### src/rtl/acc_pkg.sv
package acc_pkg;
    // register indices on the byte-wide register port
    localparam logic [1:0] ADDR_CTRL = 2'h0;
    localparam logic [1:0] ADDR_SEL = 2'h1;
    localparam logic [1:0] ADDR_STAT = 2'h2;
    localparam logic [1:0] ADDR_MASK = 2'h3;

    // comparator_control fields
    localparam int CTRL_EN = 7;
    localparam int CTRL_RES = 6;
    localparam int CTRL_SAMP = 5;
    localparam int CTRL_INV = 4;
    localparam int CTRL_NEG_HI = 3;
    localparam int CTRL_NEG_LO = 1;
    localparam int CTRL_POS = 0;
    localparam logic [7:0] CTRL_WMASK = 8'hbf;

    // comparator_select fields
    localparam int SEL_PIN_OUT = 7;
    localparam int SEL_RANGE_HI = 5;
    localparam int SEL_RANGE_LO = 4;
    localparam int SEL_TAP_HI = 3;
    localparam int SEL_TAP_LO = 0;

    // interrupt status and mask fields
    localparam int STAT_RISE = 0;
    localparam int STAT_FALL = 1;

    // reset values
    localparam logic [7:0] CTRL_RST = 8'h00;
    localparam logic [7:0] SEL_RST = 8'h00;
    localparam logic [1:0] MASK_RST = 2'h0;
    localparam logic [1:0] STAT_RST = 2'h0;
    localparam logic [7:0] RDATA_IDLE = 8'h00;

    // negative-input codes and one-hot route positions
    localparam logic [2:0] NEG_PIN_A = 3'h0;
    localparam logic [2:0] NEG_SHARED = 3'h1;
    localparam logic [2:0] NEG_FIXED_REF = 3'h2;
    localparam logic [2:0] NEG_LADDER = 3'h3;
    localparam logic [2:0] NEG_PIN_C = 3'h4;
    localparam logic [2:0] NEG_PIN_D = 3'h5;
    localparam int NEG_N = 6;
    localparam int NEGB_PIN_A = 0;
    localparam int NEGB_SHARED = 1;
    localparam int NEGB_FIXED_REF = 2;
    localparam int NEGB_LADDER = 3;
    localparam int NEGB_PIN_C = 4;
    localparam int NEGB_PIN_D = 5;

    // ladder range codes, offsets in taps and denominators
    localparam logic [1:0] RANGE_QUARTER = 2'h0;
    localparam logic [1:0] RANGE_FULL24 = 2'h1;
    localparam logic [1:0] RANGE_FIFTH = 2'h2;
    localparam logic [1:0] RANGE_FULL32 = 2'h3;
    localparam logic [5:0] LADDER_OFF_BOUNDED = 6'h09;
    localparam logic [5:0] LADDER_OFF_FULL = 6'h01;
    localparam logic [5:0] DEN_QUARTER = 6'h20;
    localparam logic [5:0] DEN_FULL24 = 6'h18;
    localparam logic [5:0] DEN_FIFTH = 6'h28;
    localparam logic [5:0] DEN_FULL32 = 6'h20;

    typedef struct packed {
        logic [7:0] ctrl;
        logic [7:0] sel;
        logic [1:0] mask;
        logic [1:0] stat;
        logic [7:0] rdata;
        logic pin_o;
        logic pin_oe;
        logic irq;
    } acc_top_state_t;

    typedef struct packed {
        logic tclk_prev;
        logic samp;
        logic res;
        logic res_d;
    } acc_cond_state_t;

    typedef struct packed {
        logic [5:0] num;
        logic [5:0] den;
        logic [NEG_N-1:0] neg_oh;
        logic pos_pin;
    } acc_ladder_state_t;
endpackage

### src/rtl/acc_if.sv
`timescale 1ns/1ns
interface acc_if;
    logic [7:0] ctrl;
    logic [7:0] sel;
    logic result;
    logic rise;
    logic fall;
    logic [5:0] ref_num;
    logic [5:0] ref_den;
    logic [acc_pkg::NEG_N-1:0] neg_oh;
    logic pos_pin;

    modport top (
        output ctrl,
        output sel,
        input result,
        input rise,
        input fall,
        input ref_num,
        input ref_den,
        input neg_oh,
        input pos_pin
    );
    modport cond (
        input ctrl,
        output result,
        output rise,
        output fall
    );
    modport ladder (
        input ctrl,
        input sel,
        output ref_num,
        output ref_den,
        output neg_oh,
        output pos_pin
    );
endinterface

### src/rtl/acc_top.sv
// Summary of operation
// - control bits 3..1 route one of six sources to the negative input
// - control bit 0 routes the positive pin (1) or ladder reference (0)
// - bit 7 enables; negative code 000 picks pin a; positive 0 picks ladder
// - negative code 011 picks ladder; positive 1 picks pin; bit 4 inverts
// - select bit 7 forces the result onto the output pin, either direction
// - control bit 5 picks direct or timer8-clock sampled result
// - control bit 4 inverts the result polarity
// - result reads at control bit 6 and can raise the interrupt
// - select bits 5..4 pick ladder bounds, bits 3..0 one of 16 taps
// - range 00: reference is 1/4 plus (n+1)/32 of supply
// - range 10: reference is 1/5 plus (n+1)/40 of supply
`timescale 1ns/1ns
module acc_top (
    input wire logic clk,
    input wire logic srst,
    input wire logic [1:0] bus_addr,
    input wire logic [7:0] bus_wdata,
    input wire logic bus_wr,
    input wire logic bus_rd,
    output logic [7:0] bus_rdata,
    input wire logic cmp_raw,
    input wire logic timer8_clock,
    output logic cmp_enable,
    output logic neg_sel_pin_a,
    output logic neg_sel_shared,
    output logic neg_sel_fixed_ref,
    output logic neg_sel_ladder,
    output logic neg_sel_pin_c,
    output logic neg_sel_pin_d,
    output logic pos_sel_pin,
    output logic [5:0] ref_num,
    output logic [5:0] ref_den,
    output logic comparator_output_pin_o,
    output logic comparator_output_pin_oe,
    output logic irq
);
    acc_pkg::acc_top_state_t s_reg;
    acc_pkg::acc_top_state_t s_next;
    logic [1:0] events;
    logic [7:0] ctrl_view;

    acc_if link ();

    acc_cond u_cond (
        .clk(clk),
        .srst(srst),
        .cmp_raw(cmp_raw),
        .timer8_clock(timer8_clock),
        .bus(link.cond)
    );

    acc_ladder u_ladder (
        .clk(clk),
        .srst(srst),
        .bus(link.ladder)
    );

    assign link.ctrl = s_reg.ctrl;
    assign link.sel = s_reg.sel;

    always_comb begin
        s_next = s_reg;
        events = '0;
        events[acc_pkg::STAT_RISE] = link.rise;
        events[acc_pkg::STAT_FALL] = link.fall;
        ctrl_view = s_reg.ctrl;
        ctrl_view[acc_pkg::CTRL_RES] = link.result;
        if (bus_wr) begin
            case (bus_addr)
                acc_pkg::ADDR_CTRL: s_next.ctrl = bus_wdata & acc_pkg::CTRL_WMASK;
                acc_pkg::ADDR_SEL: s_next.sel = bus_wdata;
                acc_pkg::ADDR_MASK: s_next.mask = bus_wdata[1:0];
                default: s_next.mask = s_reg.mask;
            endcase
        end
        s_next.rdata = acc_pkg::RDATA_IDLE;
        if (bus_rd) begin
            case (bus_addr)
                acc_pkg::ADDR_CTRL: s_next.rdata = ctrl_view;
                acc_pkg::ADDR_SEL: s_next.rdata = s_reg.sel;
                acc_pkg::ADDR_STAT: s_next.rdata = {6'h00, s_reg.stat};
                default: s_next.rdata = {6'h00, s_reg.mask};
            endcase
        end
        // a read clears status, but an event in the same cycle survives
        if (bus_rd && bus_addr == acc_pkg::ADDR_STAT) begin
            s_next.stat = acc_pkg::STAT_RST;
        end
        s_next.stat = s_next.stat | events;
        s_next.irq = |(s_next.stat & s_next.mask);
        s_next.pin_o = link.result;
        s_next.pin_oe = s_reg.sel[acc_pkg::SEL_PIN_OUT];
    end

    always_ff @(posedge clk) begin
        if (srst) begin
            s_reg <= '0;
            s_reg.ctrl <= acc_pkg::CTRL_RST;
            s_reg.sel <= acc_pkg::SEL_RST;
            s_reg.mask <= acc_pkg::MASK_RST;
            s_reg.stat <= acc_pkg::STAT_RST;
            s_reg.rdata <= acc_pkg::RDATA_IDLE;
        end else begin
            s_reg <= s_next;
        end
    end

    assign bus_rdata = s_reg.rdata;
    assign cmp_enable = s_reg.ctrl[acc_pkg::CTRL_EN];
    assign neg_sel_pin_a = link.neg_oh[acc_pkg::NEGB_PIN_A];
    assign neg_sel_shared = link.neg_oh[acc_pkg::NEGB_SHARED];
    assign neg_sel_fixed_ref = link.neg_oh[acc_pkg::NEGB_FIXED_REF];
    assign neg_sel_ladder = link.neg_oh[acc_pkg::NEGB_LADDER];
    assign neg_sel_pin_c = link.neg_oh[acc_pkg::NEGB_PIN_C];
    assign neg_sel_pin_d = link.neg_oh[acc_pkg::NEGB_PIN_D];
    assign pos_sel_pin = link.pos_pin;
    assign ref_num = link.ref_num;
    assign ref_den = link.ref_den;
    assign comparator_output_pin_o = s_reg.pin_o;
    assign comparator_output_pin_oe = s_reg.pin_oe;
    assign irq = s_reg.irq;
endmodule

### src/rtl/acc_cond.sv
`timescale 1ns/1ns
module acc_cond (
    input wire logic clk,
    input wire logic srst,
    input wire logic cmp_raw,
    input wire logic timer8_clock,
    acc_if.cond bus
);
    acc_pkg::acc_cond_state_t s_reg;
    acc_pkg::acc_cond_state_t s_next;
    logic tedge;
    logic cond;

    always_comb begin
        s_next = s_reg;
        tedge = timer8_clock & ~s_reg.tclk_prev;
        // disabled comparator presents a low result
        cond = bus.ctrl[acc_pkg::CTRL_EN] & (cmp_raw ^ bus.ctrl[acc_pkg::CTRL_INV]);
        s_next.tclk_prev = timer8_clock;
        if (tedge) begin
            s_next.samp = cond;
        end
        // a held sample must not leak out once the comparator is disabled
        s_next.res = bus.ctrl[acc_pkg::CTRL_EN]
            & (bus.ctrl[acc_pkg::CTRL_SAMP] ? s_reg.samp : cond);
        s_next.res_d = s_reg.res;
    end

    always_ff @(posedge clk) begin
        if (srst) begin
            s_reg <= '0;
        end else begin
            s_reg <= s_next;
        end
    end

    assign bus.result = s_reg.res;
    assign bus.rise = s_reg.res & ~s_reg.res_d;
    assign bus.fall = ~s_reg.res & s_reg.res_d;
endmodule

### src/rtl/acc_ladder.sv
`timescale 1ns/1ns
module acc_ladder (
    input wire logic clk,
    input wire logic srst,
    acc_if.ladder bus
);
    acc_pkg::acc_ladder_state_t s_reg;
    acc_pkg::acc_ladder_state_t s_next;
    logic [5:0] tap;

    always_comb begin
        s_next = s_reg;
        tap = {2'h0, bus.sel[acc_pkg::SEL_TAP_HI:acc_pkg::SEL_TAP_LO]};
        case (bus.sel[acc_pkg::SEL_RANGE_HI:acc_pkg::SEL_RANGE_LO])
            acc_pkg::RANGE_QUARTER: begin
                s_next.num = tap + acc_pkg::LADDER_OFF_BOUNDED;
                s_next.den = acc_pkg::DEN_QUARTER;
            end
            acc_pkg::RANGE_FULL24: begin
                s_next.num = tap + acc_pkg::LADDER_OFF_FULL;
                s_next.den = acc_pkg::DEN_FULL24;
            end
            acc_pkg::RANGE_FIFTH: begin
                s_next.num = tap + acc_pkg::LADDER_OFF_BOUNDED;
                s_next.den = acc_pkg::DEN_FIFTH;
            end
            default: begin
                s_next.num = tap + acc_pkg::LADDER_OFF_FULL;
                s_next.den = acc_pkg::DEN_FULL32;
            end
        endcase
        s_next.neg_oh = '0;
        case (bus.ctrl[acc_pkg::CTRL_NEG_HI:acc_pkg::CTRL_NEG_LO])
            acc_pkg::NEG_PIN_A: s_next.neg_oh[acc_pkg::NEGB_PIN_A] = 1'b1;
            acc_pkg::NEG_SHARED: s_next.neg_oh[acc_pkg::NEGB_SHARED] = 1'b1;
            acc_pkg::NEG_FIXED_REF: s_next.neg_oh[acc_pkg::NEGB_FIXED_REF] = 1'b1;
            acc_pkg::NEG_PIN_C: s_next.neg_oh[acc_pkg::NEGB_PIN_C] = 1'b1;
            acc_pkg::NEG_PIN_D: s_next.neg_oh[acc_pkg::NEGB_PIN_D] = 1'b1;
            // unused codes fall back to the ladder
            default: s_next.neg_oh[acc_pkg::NEGB_LADDER] = 1'b1;
        endcase
        s_next.pos_pin = bus.ctrl[acc_pkg::CTRL_POS];
    end

    always_ff @(posedge clk) begin
        if (srst) begin
            s_reg <= '0;
            s_reg.neg_oh[acc_pkg::NEGB_PIN_A] <= 1'b1;
            s_reg.num <= acc_pkg::LADDER_OFF_BOUNDED;
            s_reg.den <= acc_pkg::DEN_QUARTER;
        end else begin
            s_reg <= s_next;
        end
    end

    assign bus.ref_num = s_reg.num;
    assign bus.ref_den = s_reg.den;
    assign bus.neg_oh = s_reg.neg_oh;
    assign bus.pos_pin = s_reg.pos_pin;
endmodule

### config.mk
export PLATFORM = sky130hd
export DESIGN_NAME = acc_top
export DESIGN_NICKNAME = d
export VERILOG_FILES = /design/src/rtl/acc_pkg.sv /design/src/rtl/acc_if.sv /design/src/rtl/acc_top.sv /design/src/rtl/acc_cond.sv /design/src/rtl/acc_ladder.sv
export SDC_FILE = /design/constraint.sdc
export NUM_CORES = 1
export LEC_CHECK = 0
export BUFFER_PORTS_ARGS = -buffer_cell sky130_fd_sc_hd__buf_2
export CORE_ASPECT_RATIO = 1.25
export CORE_UTILIZATION = 56
export CTS_CLUSTER_DIAMETER = 200
export DETAILED_ROUTE_END_ITERATION = 6
export PLACE_DENSITY = 0.89
export REMOVE_ABC_BUFFERS = 1
export SYNTH_ARGS = -nofsm -noshare
export SYNTH_HDL_FRONTEND = slang
export SYNTH_SLANG_ARGS = --single-unit
### constraint.sdc
create_clock -name clk -period 2.7 [get_ports clk]
set_input_delay 0.27 -clock clk [delete_from_list [all_inputs] [get_ports clk]]
set_output_delay 0.27 -clock clk [all_outputs]
set_load 0.02 [all_outputs]
==> impl_metrics.sql, run 1 <==
INSERT INTO impl_metrics (metric_group, metric, value, unit) VALUES
('yosys', 'synth_enable_flop_cells', '0', ''),
('run_status', 'run_status', 'finished, final reports clean', ''),
('yosys', 'syn_area', '0.00192', 'mm²'),
('power_and_ir_drop', 'clock_power_share', '0.341', ''),
('clock_network', 'postCtsSetupBuffers', '0', ''),
('floorplan', 'io-pin-count', '47', ''),
('yosys', 'synthDominantCellAreaShare', '0.501', ''),
('yosys', 'sequential_area_share_after_synthesis', '0.501', ''),
('final_layout', 'design.final.nets', '236', ''),
('drt', 'detail_route.first_pass.iterations', '4', ''),
('timing', 'grt_setup_unrepaired', 'no', ''),
('power_and_ir_drop', 'power_frac_comb', '0.081', ''),
('floorplan', 'floorplan.die_area', '0.00367', 'mm²'),
('yosys', 'synth_top_flop_cell', 'sky130_fd_sc_hd__dfxtp_1', ''),
('timing', 'post-route-worst-setup-slack', '1.27', 'ns'),
('yosys', 'dominant_combinational_cell_family_by_area_after_synthesis', 'simple AND/OR/NAND/NOR gates', ''),
('setup_path', 'path_cells', 'inv_1 -> ha_1 -> nor4_1 -> nor3_1', ''),
('power_and_ir_drop', 'p_seq_frac', '0.578', ''),
('grt', 'number_of_antenna_violations_at_the_first_check_in_global_routing', '0', ''),
('timing', 'report.final.setup_viol', '0', ''),
('timing', 'final.period_utilization', '0.531', ''),
('clock_network', 'cts_tree', 'built', ''),
('grt', 'vias_in_the_first_global_route', '1240', ''),
('placed_design', 'place_ws', '1.12', 'ns'),
('floorplan', 'core_area', '0.00325', 'mm²'),
('drt', 'ant_nets', '0', ''),
('power_and_ir_drop', 'power_report.internal_total', '0.972', 'mW'),
('clock_network', 'postCtsResizedCells', '0', ''),
('timing', 'max_frequency', '698', 'MHz'),
('yosys', 'synth_largest_area_cell', 'sky130_fd_sc_hd__dfxtp_1', ''),
('setup_path', 'r2r.worst_path.cells', '4', ''),
('setup_path', 'worst_ep_required_time', '2.86', 'ns'),
('clock_network', 'clk_pin_slew', '0.08', 'ns'),
('yosys', 'ys_seq_elements', '48', ''),
('flow_run', 'drv.max_cap_violation_count', '0', ''),
('placed_design', 'place.port_buffers', '42', ''),
('timing', 'relSlewSlack', '0.542', ''),
('final_layout', 'fraction_of_layout_instances_using_a_drive_strength_above_1', '0.256', ''),
('yosys', 'synth.distinct_cells', '34', ''),
('drt', 'drt_first_iter_violations', '19', ''),
('placed_design', 'hpwl', '2240', 'µm'),
('clock_network', 'number_of_buffers_inserted_during_clock_tree_synthesis', '5', ''),
('timing', 'clock_skew', '0.00596', 'ns'),
('min_path', 'holdCritStartpoint', 'timer8_clock', ''),
('timing', 'timing_max_transition_violations_final', '0', ''),
('grt', 'grt_pass1_wl', '5180', 'µm'),
('floorplan', 'die_h', '67.5', 'µm'),
('clock_network', 'tritoncts_num_sinks', '48', ''),
('setup_path', 'critPathSlowestCell', 'sky130_fd_sc_hd__nor4_1', ''),
('setup_path', 'end_kind', 'flip-flop', ''),
('drt', 'drc', '0', ''),
('clock_network', 'max-clock-path-buffers', '2', ''),
('power_and_ir_drop', 'power.net_switching', '0.303', 'mW'),
('timing', 'hold_viol', '0', ''),
('timing', 'post_route_setup_tns', '0', 'ns'),
('drt', 'vias_per_cell', '5.10', ''),
('drt', 'totalWireLength', '3170', 'µm'),
('clock_network', 'h-tree-depth', '2', ''),
('power_and_ir_drop', 'power.density_cell_area', '600', 'mW/mm²'),
('min_path', 'min_path_cells', '3', ''),
('yosys', 'synth_fa_ha_area_frac', '0.0391', ''),
('grt', 'grt_start_max_net_pins', '43', ''),
('final_layout', 'diodes', '0', ''),
('timing', 'finalWorstPathRequiredPeriod', '1.43', 'ns'),
('setup_path', 'reg2reg_to', 'u_ladder.bus.ref_num[2]$_SDFF_PP0_', ''),
('drt', 'wl_per_cell', '12.6', 'µm'),
('yosys', 'synth-warning-count', '0', ''),
('yosys', 'synthMuxAreaShare', '0.154', ''),
('min_path', 'worst_hold_path.endpoint', 'u_cond.s_reg[3]$_SDFF_PP0_', ''),
('floorplan', 'die_width', '54.4', 'µm'),
('clock_network', 'clk-insertion-delay-late', '0.30', 'ns');
## stage by stage
| step | area, µm² | util | power, mW | instances | hold slack, ns |
|---|---|---|---|---|---|
| 3_5_place_dp | 2030 | 0.625 | 0.857 | 244 | 0.474 |
| 5_1_grt | 2120 | 0.653 | 1.33 | 252 | 0.205 |
| 6_report | 2120 | 0.653 | 1.27 | 252 | 0.202 |
| 3_3_place_gp | 2030 | 0.625 | 0.854 | 244 | 0.461 |
| 4_1_cts | 2120 | 0.653 | 1.29 | 252 | 0.196 |
| 2_1_floorplan | 1780 | - | 0.812 | 165 | 0.339 |
## how the worst max path moves through the flow
stage | to | slack (ns) | cells after the start
2_1_floorplan | u_ladder.bus.ref_num[4]$_SDFF_PP0_ | 1.47 | 5
3_3_place_gp | link.ctrl[7]$_SDFFE_PP0P_ | 1.18 | 4
3_5_place_dp | link.sel[0]$_SDFFE_PP0P_ | 1.12 | 4
4_1_cts | u_ladder.bus.ref_num[2]$_SDFF_PP0_ | 1.29 | 4
5_1_grt | u_ladder.bus.ref_num[2]$_SDFF_PP0_ | 1.13 | 4
6_report | u_ladder.bus.ref_num[2]$_SDFF_PP0_ | 1.27 | 4
## placed cells by master (no fill, tap or decap), types with 2 or more instances in the layout
cell type / instances
sky130_fd_sc_hd__a21oi_1: 4
sky130_fd_sc_hd__clkinv_2: 2
sky130_fd_sc_hd__nor3_1: 4
sky130_fd_sc_hd__mux4_2: 2
sky130_fd_sc_hd__conb_1: 4
sky130_fd_sc_hd__ha_1: 6
sky130_fd_sc_hd__nand2b_1: 2
sky130_fd_sc_hd__mux2i_1: 25
sky130_fd_sc_hd__nand3b_1: 2
sky130_fd_sc_hd__nor2_1: 31
sky130_fd_sc_hd__and3b_1: 2
sky130_fd_sc_hd__dfxtp_1: 48
sky130_fd_sc_hd__buf_2: 42
sky130_fd_sc_hd__nand3_1: 2
sky130_fd_sc_hd__clkbuf_8: 6
sky130_fd_sc_hd__inv_1: 4
sky130_fd_sc_hd__nand2_1: 3
sky130_fd_sc_hd__xor2_1: 2
sky130_fd_sc_hd__nor2b_1: 10
## routing by layer
metal	GRT usage	share of wire	vias to the layer above
met1	0.208	0.42	585
met2	0.337	0.49	40
met3	0.0721	0.051	10
li1	-	-	649
met5	0	0	-
met4	0.125	0.033	0
## power groups by stage
stage,clock network (mW),logic [mW],registers [mW]
after global placement,0,0.101,0.753
after detailed placement,0,0.103,0.754
after CTS,0.446,0.103,0.737
after floorplan,0,0.0508,0.761
final,0.434,0.103,0.737
after global routing,0.473,0.113,0.740
## final cells by class
class	instances	area, µm²	area share
clock buffer	6	82.6	0.0389
clock inverter	2	10.0	0.00471
inverter	4	15.0	0.00707
multi-input combinational	113	800	0.376
sequential	48	961	0.452
tap	37	46.3	0.0218
timing repair buffer	42	210	0.0989
## synth_stat cells, types with 3 or more instances
master	instances
sky130_fd_sc_hd__buf_2	4
sky130_fd_sc_hd__a21oi_1	4
sky130_fd_sc_hd__mux2i_1	25
sky130_fd_sc_hd__nand2_1	3
sky130_fd_sc_hd__buf_4	14
sky130_fd_sc_hd__ha_1	6
sky130_fd_sc_hd__inv_1	4
sky130_fd_sc_hd__nor2b_1	10
sky130_fd_sc_hd__dfxtp_1	48
sky130_fd_sc_hd__nor2_1	31
sky130_fd_sc_hd__nor3_1	4
## critical path: cells and delay by family (launching register included)
family	cells	cell delay, ns
fa+ha+maj	1	0.21
buf+inv	1	0.09
simple gates	2	0.54
flops	1	0.44
## cells by family after synthesis
group | count (synthesis)
muxes | 27
xor gates and xnor gates | 3
other | 1
buffers and inverters | 26
adders and majority gates | 6
DFF | 48
AOI/OAI and AO/OA | 10
and+or+nand+nor | 63
Note: power is estimated with default switching activity, not from simulation.
==> inputs of run 2 (changes only) <==
--- a/config.mk
+++ b/config.mk
@@ -5,12 +5,13 @@
 export SDC_FILE = /design/constraint.sdc
 export NUM_CORES = 1
 export LEC_CHECK = 0
+export ABC_AREA = 1
 export BUFFER_PORTS_ARGS = -buffer_cell sky130_fd_sc_hd__buf_2
 export CORE_ASPECT_RATIO = 1.25
-export CORE_UTILIZATION = 56
+export CORE_UTILIZATION = 47
 export CTS_CLUSTER_DIAMETER = 200
 export DETAILED_ROUTE_END_ITERATION = 6
-export PLACE_DENSITY = 0.89
+export PLACE_DENSITY = 0.8
 export REMOVE_ABC_BUFFERS = 1
 export SYNTH_ARGS = -nofsm -noshare
 export SYNTH_HDL_FRONTEND = slang
==> constraint.sdc (replaced) <==
create_clock -name clk -period 1.25 [get_ports clk]
set_input_delay 0.125 -clock clk [delete_from_list [all_inputs] [get_ports clk]]
set_output_delay 0.125 -clock clk [all_outputs]
set_load 0.02 [all_outputs]
==> impl_metrics.sql, run 2 <==
INSERT INTO impl_metrics (metric_group, metric, value, unit) VALUES
('floorplan', 'core_area', '0.00385', 'mm²'),
('drt', 'drt_first_iter_violations', '38', ''),
('placed_design', 'placed_area', '0.00212', 'mm²'),
('yosys', 'synth_top_flop_cell', 'sky130_fd_sc_hd__dfxtp_1', ''),
('setup_path', 'cp_top_family', 'flip-flops', ''),
('yosys', 'synth.most_common_cell', 'sky130_fd_sc_hd__nand2_1', ''),
('setup_path', 'start_kind', 'flip-flop', ''),
('clock_network', 'cts_hold_buf', '0', ''),
('placed_design', 'rd_place_congestion', '0.870', ''),
('floorplan', 'io-pin-count', '47', ''),
('clock_network', 'cts_tree', 'built', ''),
('yosys', 'syn_area', '0.00192', 'mm²'),
('yosys', 'synthSimpleGateAreaFrac', '0.235', ''),
('drt', 'detail_route.first_pass.iterations', '4', ''),
('grt', 'vias_in_the_first_global_route', '1377', ''),
('min_path', 'timing.hold.worst.class', 'in2reg', ''),
('yosys', 'synth-warning-count', '0', ''),
('final_layout', 'finish.utilization', '0.572', ''),
('final_layout', 'mostFrequentLayoutCells', '50 x sky130_fd_sc_hd__nand2_1, 46 x sky130_fd_sc_hd__dfxtp_1, 42 x sky130_fd_sc_hd__buf_2', ''),
('clock_network', 'postCtsResizedCells', '0', ''),
('timing', 'post_route_setup_tns', '0', 'ns'),
('drt', 'ant_nets', '0', ''),
('yosys', 'synth_enable_flop_cells', '0', ''),
('flow_run', 'drv.max_cap_violation_count', '0', ''),
('yosys', 'synthDominantCellAreaShare', '0.501', ''),
('floorplan', 'floorplan.die_area', '0.00434', 'mm²'),
('drt', 'vias_per_cell', '4.84', ''),
('final_layout', 'fraction_of_layout_instances_using_a_drive_strength_above_1', '0.221', ''),
('drt', 'drc', '0', ''),
('floorplan', 'die_width', '59.2', 'µm'),
('grt', 'grt_pass1_wl', '5990', 'µm'),
('floorplan', 'die_h', '73.4', 'µm'),
('final_layout', 'diodes', '0', ''),
('power_and_ir_drop', 'static-leakage-power', '1.02', 'nW'),
('clock_network', 'number_of_buffers_inserted_during_clock_tree_synthesis', '5', ''),
('drt', 'dr_total_vias', '1615', ''),
('drt', 'totalWireLength', '3670', 'µm'),
('setup_path', 'end_kind', 'flip-flop', ''),
('grt', 'grt_overflow_total', '0', ''),
('floorplan', 'initial_utilization', '0.499', ''),
('final_layout', 'syn2layout_area_growth', '14.7', '%'),
('yosys', 'synth_largest_area_cell', 'sky130_fd_sc_hd__dfxtp_1', ''),
('yosys', 'post_synth_xor_area_fraction', '0', ''),
('yosys', 'synth_fa_ha_area_frac', '0.0391', ''),
('final_layout', 'layout_commonest_cell', 'sky130_fd_sc_hd__nand2_1', ''),
('yosys', 'synthesis.area_per_instance', '8.00', 'µm²'),
('clock_network', 'cts_root_buffer', 'sky130_fd_sc_hd__clkbuf_8', ''),
('timing', 'finalWorstPathRequiredPeriod', '1.13', 'ns'),
('yosys', 'dominant_combinational_cell_family_by_area_after_synthesis', 'simple AND/OR/NAND/NOR gates', ''),
('grt', 'number_of_antenna_violations_at_the_first_check_in_global_routing', '0', ''),
('final_layout', 'sequential_cell_area', '966', 'µm²'),
('grt', 'grt_use_total', '0.189', ''),
('timing', 'report.final.setup_viol', '0', ''),
('clock_network', 'postCtsSetupBuffers', '0', ''),
('setup_path', 'path_class', 'reg2reg', ''),
('setup_path', 'critical_path_arrival', '1.30', 'ns'),
('grt', 'grt_start_max_net_pins', '18', ''),
('setup_path', 'cp_common_cell', 'sky130_fd_sc_hd__inv_1', ''),
('clock_network', 'h-tree-depth', '2', ''),
('final_layout', 'fin_area', '0.00220', 'mm²'),
('yosys', 'synth.distinct_cells', '24', ''),
('yosys', 'ys_seq_elements', '48', ''),
('timing', 'max_frequency', '886', 'MHz'),
('yosys', 'sequential_area_share_after_synthesis', '0.501', ''),
('timing', 'final.period_utilization', '0.902', ''),
('clock_network', 'tritoncts_num_sinks', '48', ''),
('yosys', 'netlist_top_cells_count', '50 x sky130_fd_sc_hd__nand2_1, 48 x sky130_fd_sc_hd__dfxtp_1, 25 x sky130_fd_sc_hd__a21oi_1, 24 x sky130_fd_sc_hd__inv_1, 20 x sky130_fd_sc_hd__nor2_1', ''),
('setup_path', 'path_cells', 'inv_1 -> ha_1 -> nor2_1 -> nand3_1 -> inv_1 -> o21ai_0', ''),
('clock_network', 'max-clock-path-buffers', '2', ''),
('drt', 'wl_per_cell', '11.0', 'µm'),
('setup_path', 'critPathBufInv', '2', ''),
('run_status', 'run_status', 'finished, final reports clean', ''),
('final_layout', 'layout.filler_cells', '376', ''),
('timing', 'clock_skew', '0.00936', 'ns'),
('yosys', 'synthMuxAreaShare', '0', ''),
('floorplan', 'floorplan.rows', '25', ''),
('yosys', 'synth-compound-area-share', '0.100', ''),
('setup_path', 'slowest_delay', '0.38', 'ns'),
('yosys', 'synthArstFlopShare', '0', ''),
('final_layout', 'design.final.nets', '302', ''),
('timing', 'hold_viol', '0', ''),
('clock_network', 'clk_pin_slew', '0.08', 'ns'),
('placed_design', 'place.port_buffers', '42', ''),
('setup_path', 'critical_path.max_fanout', '6', ''),
('power_and_ir_drop', 'p_total', '2.71', 'mW'),
('timing', 'timing_max_transition_violations_final', '0', ''),
('final_layout', 'combined_area_of_the_multi_input_logic_cells', '734', 'µm²'),
('timing', 'grt_setup_unrepaired', 'no', ''),
('clock_network', 'clk-insertion-delay-late', '0.30', 'ns'),
('yosys', 'post_synth_inst_count', '240', ''),
('yosys', 'post_synth_main_area_contributors', 'sky130_fd_sc_hd__dfxtp_1 50%, sky130_fd_sc_hd__nand2_1 9.8%, sky130_fd_sc_hd__a21oi_1 6.5%', ''),
('placed_design', 'hpwl', '2660', 'µm'),
('power_and_ir_drop', 'power.density_cell_area', '1230', 'mW/mm²'),
('power_and_ir_drop', 'vdd.ir_drop.worst', '0.773', 'mV'),
('setup_path', 'worst_ep_required_time', '1.42', 'ns'),
('setup_path', 'critPathSlowestCell', 'sky130_fd_sc_hd__dfxtp_4', '');
-- run 2: changes by cell type after synthesis, moves of 10 or more --
cell / delta
sky130_fd_sc_hd__a21oi_1: +21
sky130_fd_sc_hd__inv_1: +20
sky130_fd_sc_hd__mux2i_1: -25
sky130_fd_sc_hd__nand2_1: +47
sky130_fd_sc_hd__nand3_1: +17
sky130_fd_sc_hd__nor2_1: -11
sky130_fd_sc_hd__nor2b_1: -10
sky130_fd_sc_hd__o21ai_0: +11
-- run 2: metrics by stage --
| stage | std cells | hold slack [ns] | worst slack [ns] |
|---|---|---|---|
| after floorplan | 224 | 0.194 | 0.160 |
| after global placement | 327 | 0.338 | 0.122 |
| after detailed placement | 327 | 0.370 | 0.0434 |
| after CTS | 334 | 0.0466 | 0.0201 |
| after global routing | 334 | 0.0570 | 0.0171 |
| final | 334 | 0.0470 | 0.122 |
-- run 2: cell type report --
type,instances,area share
clock inverters,1,0.00227
multi-input cells,151,0.334
repair buffers,49,0.119
inverters,25,0.0426
well taps,54,0.0307
flip-flops and latches,48,0.439
clock buffers,6,0.0330
-- run 2: worst min-delay path, delay by kind of cell --
family / cells / cell delay [ns]
buf+inv: 2 / 0.11
simple gates: 1 / 0.08
-- run 2: logic make-up after synthesis --
group	after synthesis
fa+ha+maj	6
flops	48
simple gates	103
other cells	1
buf+inv	44
compound gates	38
-- run 2: worst paths after layout --
check                           start                             endpoint  slack [ns]  cells past startpoint
max reg2reg  link.sel[4]$_SDFFE_PP0P_   u_ladder.bus.ref_num[0]$_SDFF_PP1_        0.12                      6
min reg2reg  link.sel[7]$_SDFFE_PP0P_  comparator_output_pin_oe$_SDFF_PP0_        0.44                      2
max          link.sel[4]$_SDFFE_PP0P_   u_ladder.bus.ref_num[0]$_SDFF_PP1_        0.12                      6
min                      timer8_clock           u_cond.s_reg[3]$_SDFF_PP0_        0.05                      3
-- run 2: power by group --
part	switching, mW	total [mW]	leakage (nW)	internal [mW]
sequential	0.0271	1.60	0.391	1.57
combinational	0.177	0.271	0.583	0.0938
clock	0.462	0.842	0.0410	0.380
total	0.666	2.71	1.02	2.05
-- run 2: layer usage --
metal  routed length [µm]  track usage
met4                  140        0.119
met1                 1570        0.227
met3                  252       0.0546
met2                 1710        0.294
met5                    0            0
==> inputs of run 3 (changes only) <==
--- a/config.mk
+++ b/config.mk
@@ -8,11 +8,12 @@
 export ABC_AREA = 1
 export BUFFER_PORTS_ARGS = -buffer_cell sky130_fd_sc_hd__buf_2
 export CORE_ASPECT_RATIO = 1.25
-export CORE_UTILIZATION = 47
+export CORE_UTILIZATION = 48
 export CTS_CLUSTER_DIAMETER = 200
 export DETAILED_ROUTE_END_ITERATION = 6
-export PLACE_DENSITY = 0.8
+export PLACE_DENSITY = 0.81
 export REMOVE_ABC_BUFFERS = 1
 export SYNTH_ARGS = -nofsm -noshare
 export SYNTH_HDL_FRONTEND = slang
+export SYNTH_HIERARCHICAL = 1
 export SYNTH_SLANG_ARGS = --single-unit
==> impl_metrics.sql, run 3 <==
INSERT INTO impl_metrics (metric_group, metric, value, unit) VALUES
('run_status', 'run_status', 'finished, final reports clean', ''),
('floorplan', 'initial_utilization', '0.500', ''),
('power_and_ir_drop', 'power_report.internal_total', '2.09', 'mW'),
('placed_design', 'hpwl', '2880', 'µm'),
('drt', 'met3RoutedLength', '197', 'µm'),
('grt', 'number_of_antenna_violations_at_the_first_check_in_global_routing', '0', ''),
('timing', 'hold_viol', '0', ''),
('placed_design', 'rd_place_congestion', '0.851', ''),
('grt', 'grt_use_total', '0.192', ''),
('drt', 'top_layer_used', 'met4', ''),
('grt', 'grt_pass1_wl', '6490', 'µm'),
('timing', 'max_frequency', '879', 'MHz'),
('placed_design', 'place.port_buffers', '42', ''),
('final_layout', 'sequential_cell_area', '983', 'µm²'),
('yosys', 'synthesis.area_per_instance', '7.89', 'µm²'),
('setup_path', 'critical_path_arrival', '1.34', 'ns'),
('timing', 'final.period_utilization', '0.910', ''),
('power_and_ir_drop', 'power.density_cell_area', '1220', 'mW/mm²'),
('setup_path', 'cp_top_family', 'flip-flops', ''),
('setup_path', 'critPathBufInv', '1', ''),
('final_layout', 'fraction_of_layout_instances_using_a_drive_strength_above_1', '0.218', ''),
('clock_network', 'number_of_buffers_inserted_during_clock_tree_synthesis', '5', ''),
('timing', 'post_route_setup_tns', '0', 'ns'),
('setup_path', 'slowest_delay', '0.38', 'ns'),
('yosys', 'post_synth_inst_count', '260', ''),
('setup_path', 'path_class', 'reg2reg', ''),
('floorplan', 'core_area', '0.00410', 'mm²'),
('power_and_ir_drop', 'p_seq_frac', '0.584', ''),
('yosys', 'synth-warning-count', '6', ''),
('final_layout', 'design.final.nets', '319', ''),
('final_layout', 'syn2layout_area_growth', '12.4', '%'),
('power_and_ir_drop', 'power_frac_comb', '0.100', ''),
('clock_network', 'clk_pin_slew', '0.08', 'ns'),
('power_and_ir_drop', 'power.net_switching', '0.717', 'mW'),
('timing', 'grt_setup_unrepaired', 'no', ''),
('floorplan', 'floorplan.die_area', '0.00454', 'mm²'),
('timing', 'report.final.setup_viol', '0', ''),
('timing', 'clock_skew', '0.00672', 'ns'),
('drt', 'drt_first_iter_violations', '46', ''),
('timing', 'timing_max_transition_violations_final', '0', ''),
('setup_path', 'cp_common_cell', 'sky130_fd_sc_hd__nand3_1', ''),
('floorplan', 'floorplan.rows', '26', ''),
('grt', 'grt_start_max_net_pins', '26', ''),
('drt', 'wl_per_cell', '11.2', 'µm'),
('yosys', 'syn_area', '0.00205', 'mm²'),
('clock_network', 'clk-insertion-delay-late', '0.30', 'ns'),
('drt', 'dr_wl_met2', '1970', 'µm'),
('setup_path', 'worst_ep_required_time', '1.45', 'ns'),
('power_and_ir_drop', 'power_switching_share', '0.256', ''),
('grt', 'vias_in_the_first_global_route', '1545', ''),
('final_layout', 'finish.utilization', '0.563', ''),
('clock_network', 'tritoncts_num_sinks', '49', ''),
('setup_path', 'start_kind', 'flip-flop', ''),
('floorplan', 'io-pin-count', '47', ''),
('clock_network', 'cts_root_buffer', 'sky130_fd_sc_hd__clkbuf_8', ''),
('drt', 'totalWireLength', '3950', 'µm'),
('floorplan', 'die_width', '60.5', 'µm'),
('final_layout', 'diodes', '0', ''),
('clock_network', 'max-clock-path-buffers', '2', ''),
('power_and_ir_drop', 'vdd.ir_drop.worst', '0.637', 'mV'),
('min_path', 'timing.hold.worst.class', 'in2reg', ''),
('timing', 'post-route-worst-setup-slack', '0.113', 'ns'),
('setup_path', 'critPathSlowestCell', 'sky130_fd_sc_hd__dfxtp_2', ''),
('setup_path', 'path_cells', 'inv_1 -> ha_1 -> nor2_2 -> nand3_1 -> nand3_1 -> nand2_1', ''),
('timing', 'fin_worst_hold_slack', '0.0405', 'ns'),
('drt', 'routedLengthMet1', '1710', 'µm'),
('final_layout', 'layout.filler_cells', '407', ''),
('setup_path', 'critical_path.max_fanout', '6', ''),
('setup_path', 'end_kind', 'flip-flop', ''),
('floorplan', 'die_h', '75.1', 'µm'),
('drt', 'detail_route.first_pass.iterations', '4', ''),
('flow_run', 'drv.max_cap_violation_count', '0', ''),
('power_and_ir_drop', 'clock_power_share', '0.315', ''),
('grt', 'grt_overflow_total', '0', ''),
('drt', 'dr_total_vias', '1696', ''),
('placed_design', 'place_ws', '0.0146', 'ns'),
('drt', 'ant_nets', '0', ''),
('timing', 'finalWorstPathRequiredPeriod', '1.14', 'ns'),
('drt', 'drc', '0', ''),
('power_and_ir_drop', 'static-leakage-power', '1.08', 'nW'),
('final_layout', 'mostFrequentLayoutCells', '47 x sky130_fd_sc_hd__nand2_1, 47 x sky130_fd_sc_hd__dfxtp_1, 42 x sky130_fd_sc_hd__buf_2', ''),
('clock_network', 'cts_tree', 'built', ''),
('clock_network', 'h-tree-depth', '2', ''),
('final_layout', 'combined_area_of_the_multi_input_logic_cells', '796', 'µm²'),
('drt', 'vias_per_cell', '4.79', '');
-- run 3: tightest hold or removal path: stages --
cell	delay [ns]
sky130_fd_sc_hd__buf_2	0.10
sky130_fd_sc_hd__inv_1	0.04
sky130_fd_sc_hd__nor2_1	0.03
-- run 3: final timing paths --
| check | start | to | slack [ns] | depth (start not counted) |
|---|---|---|---|---|
| max reg2reg | link.sel[4]$_SDFFE_PP0P_ | u_ladder/bus.ref_num[3]$_SDFF_PP1_ | 0.11 | 6 |
| min | timer8_clock | u_cond/s_reg[3]$_SDFF_PP0_ | 0.04 | 3 |
| min reg2reg | link.sel[7]$_SDFFE_PP0P_ | comparator_output_pin_oe$_SDFF_PP0_ | 0.45 | 2 |
| max | link.sel[4]$_SDFFE_PP0P_ | u_ladder/bus.ref_num[3]$_SDFF_PP1_ | 0.11 | 6 |
-- run 3: metal layers --
metal	up-vias	GRT usage
li1	876	-
met1	756	0.213
met2	53	0.341
met3	11	0.0481
met4	0	0.0884
met5	-	0
-- run 3: power by group through the flow --
stage                     Clock, mW  Sequential, mW  Combinational, mW
after floorplan                   0            1.70              0.134
after global placement            0            1.67              0.270
after detailed placement          0            1.68              0.278
after CTS                     0.904            1.64              0.279
after global routing          0.968            1.65              0.313
final                         0.885            1.64              0.281
-- run 3: final cells by class --
cell class	instances	area share
clock buffer	6	0.0315
inverter	37	0.0613
sequential	49	0.426
timing repair buffer	45	0.101
multi-input combinational	159	0.345
clock inverter	2	0.00434
tap	56	0.0304
-- run 3: through the flow --
step | cell area (µm²) | power (mW) | cells
6_report | 2310 | 2.80 | 354
3_3_place_gp | 2220 | 1.94 | 346
3_5_place_dp | 2220 | 1.95 | 346
2_1_floorplan | 1920 | 1.83 | 245
5_1_grt | 2310 | 2.93 | 354
4_1_cts | 2300 | 2.82 | 354
-- run 3: what timing repair did --
action                                  CTS  global route
setup buffers                             0             0
endpoints found under the setup margin    0             3
hold buffers                              0             0
gates resized for setup                   0             3
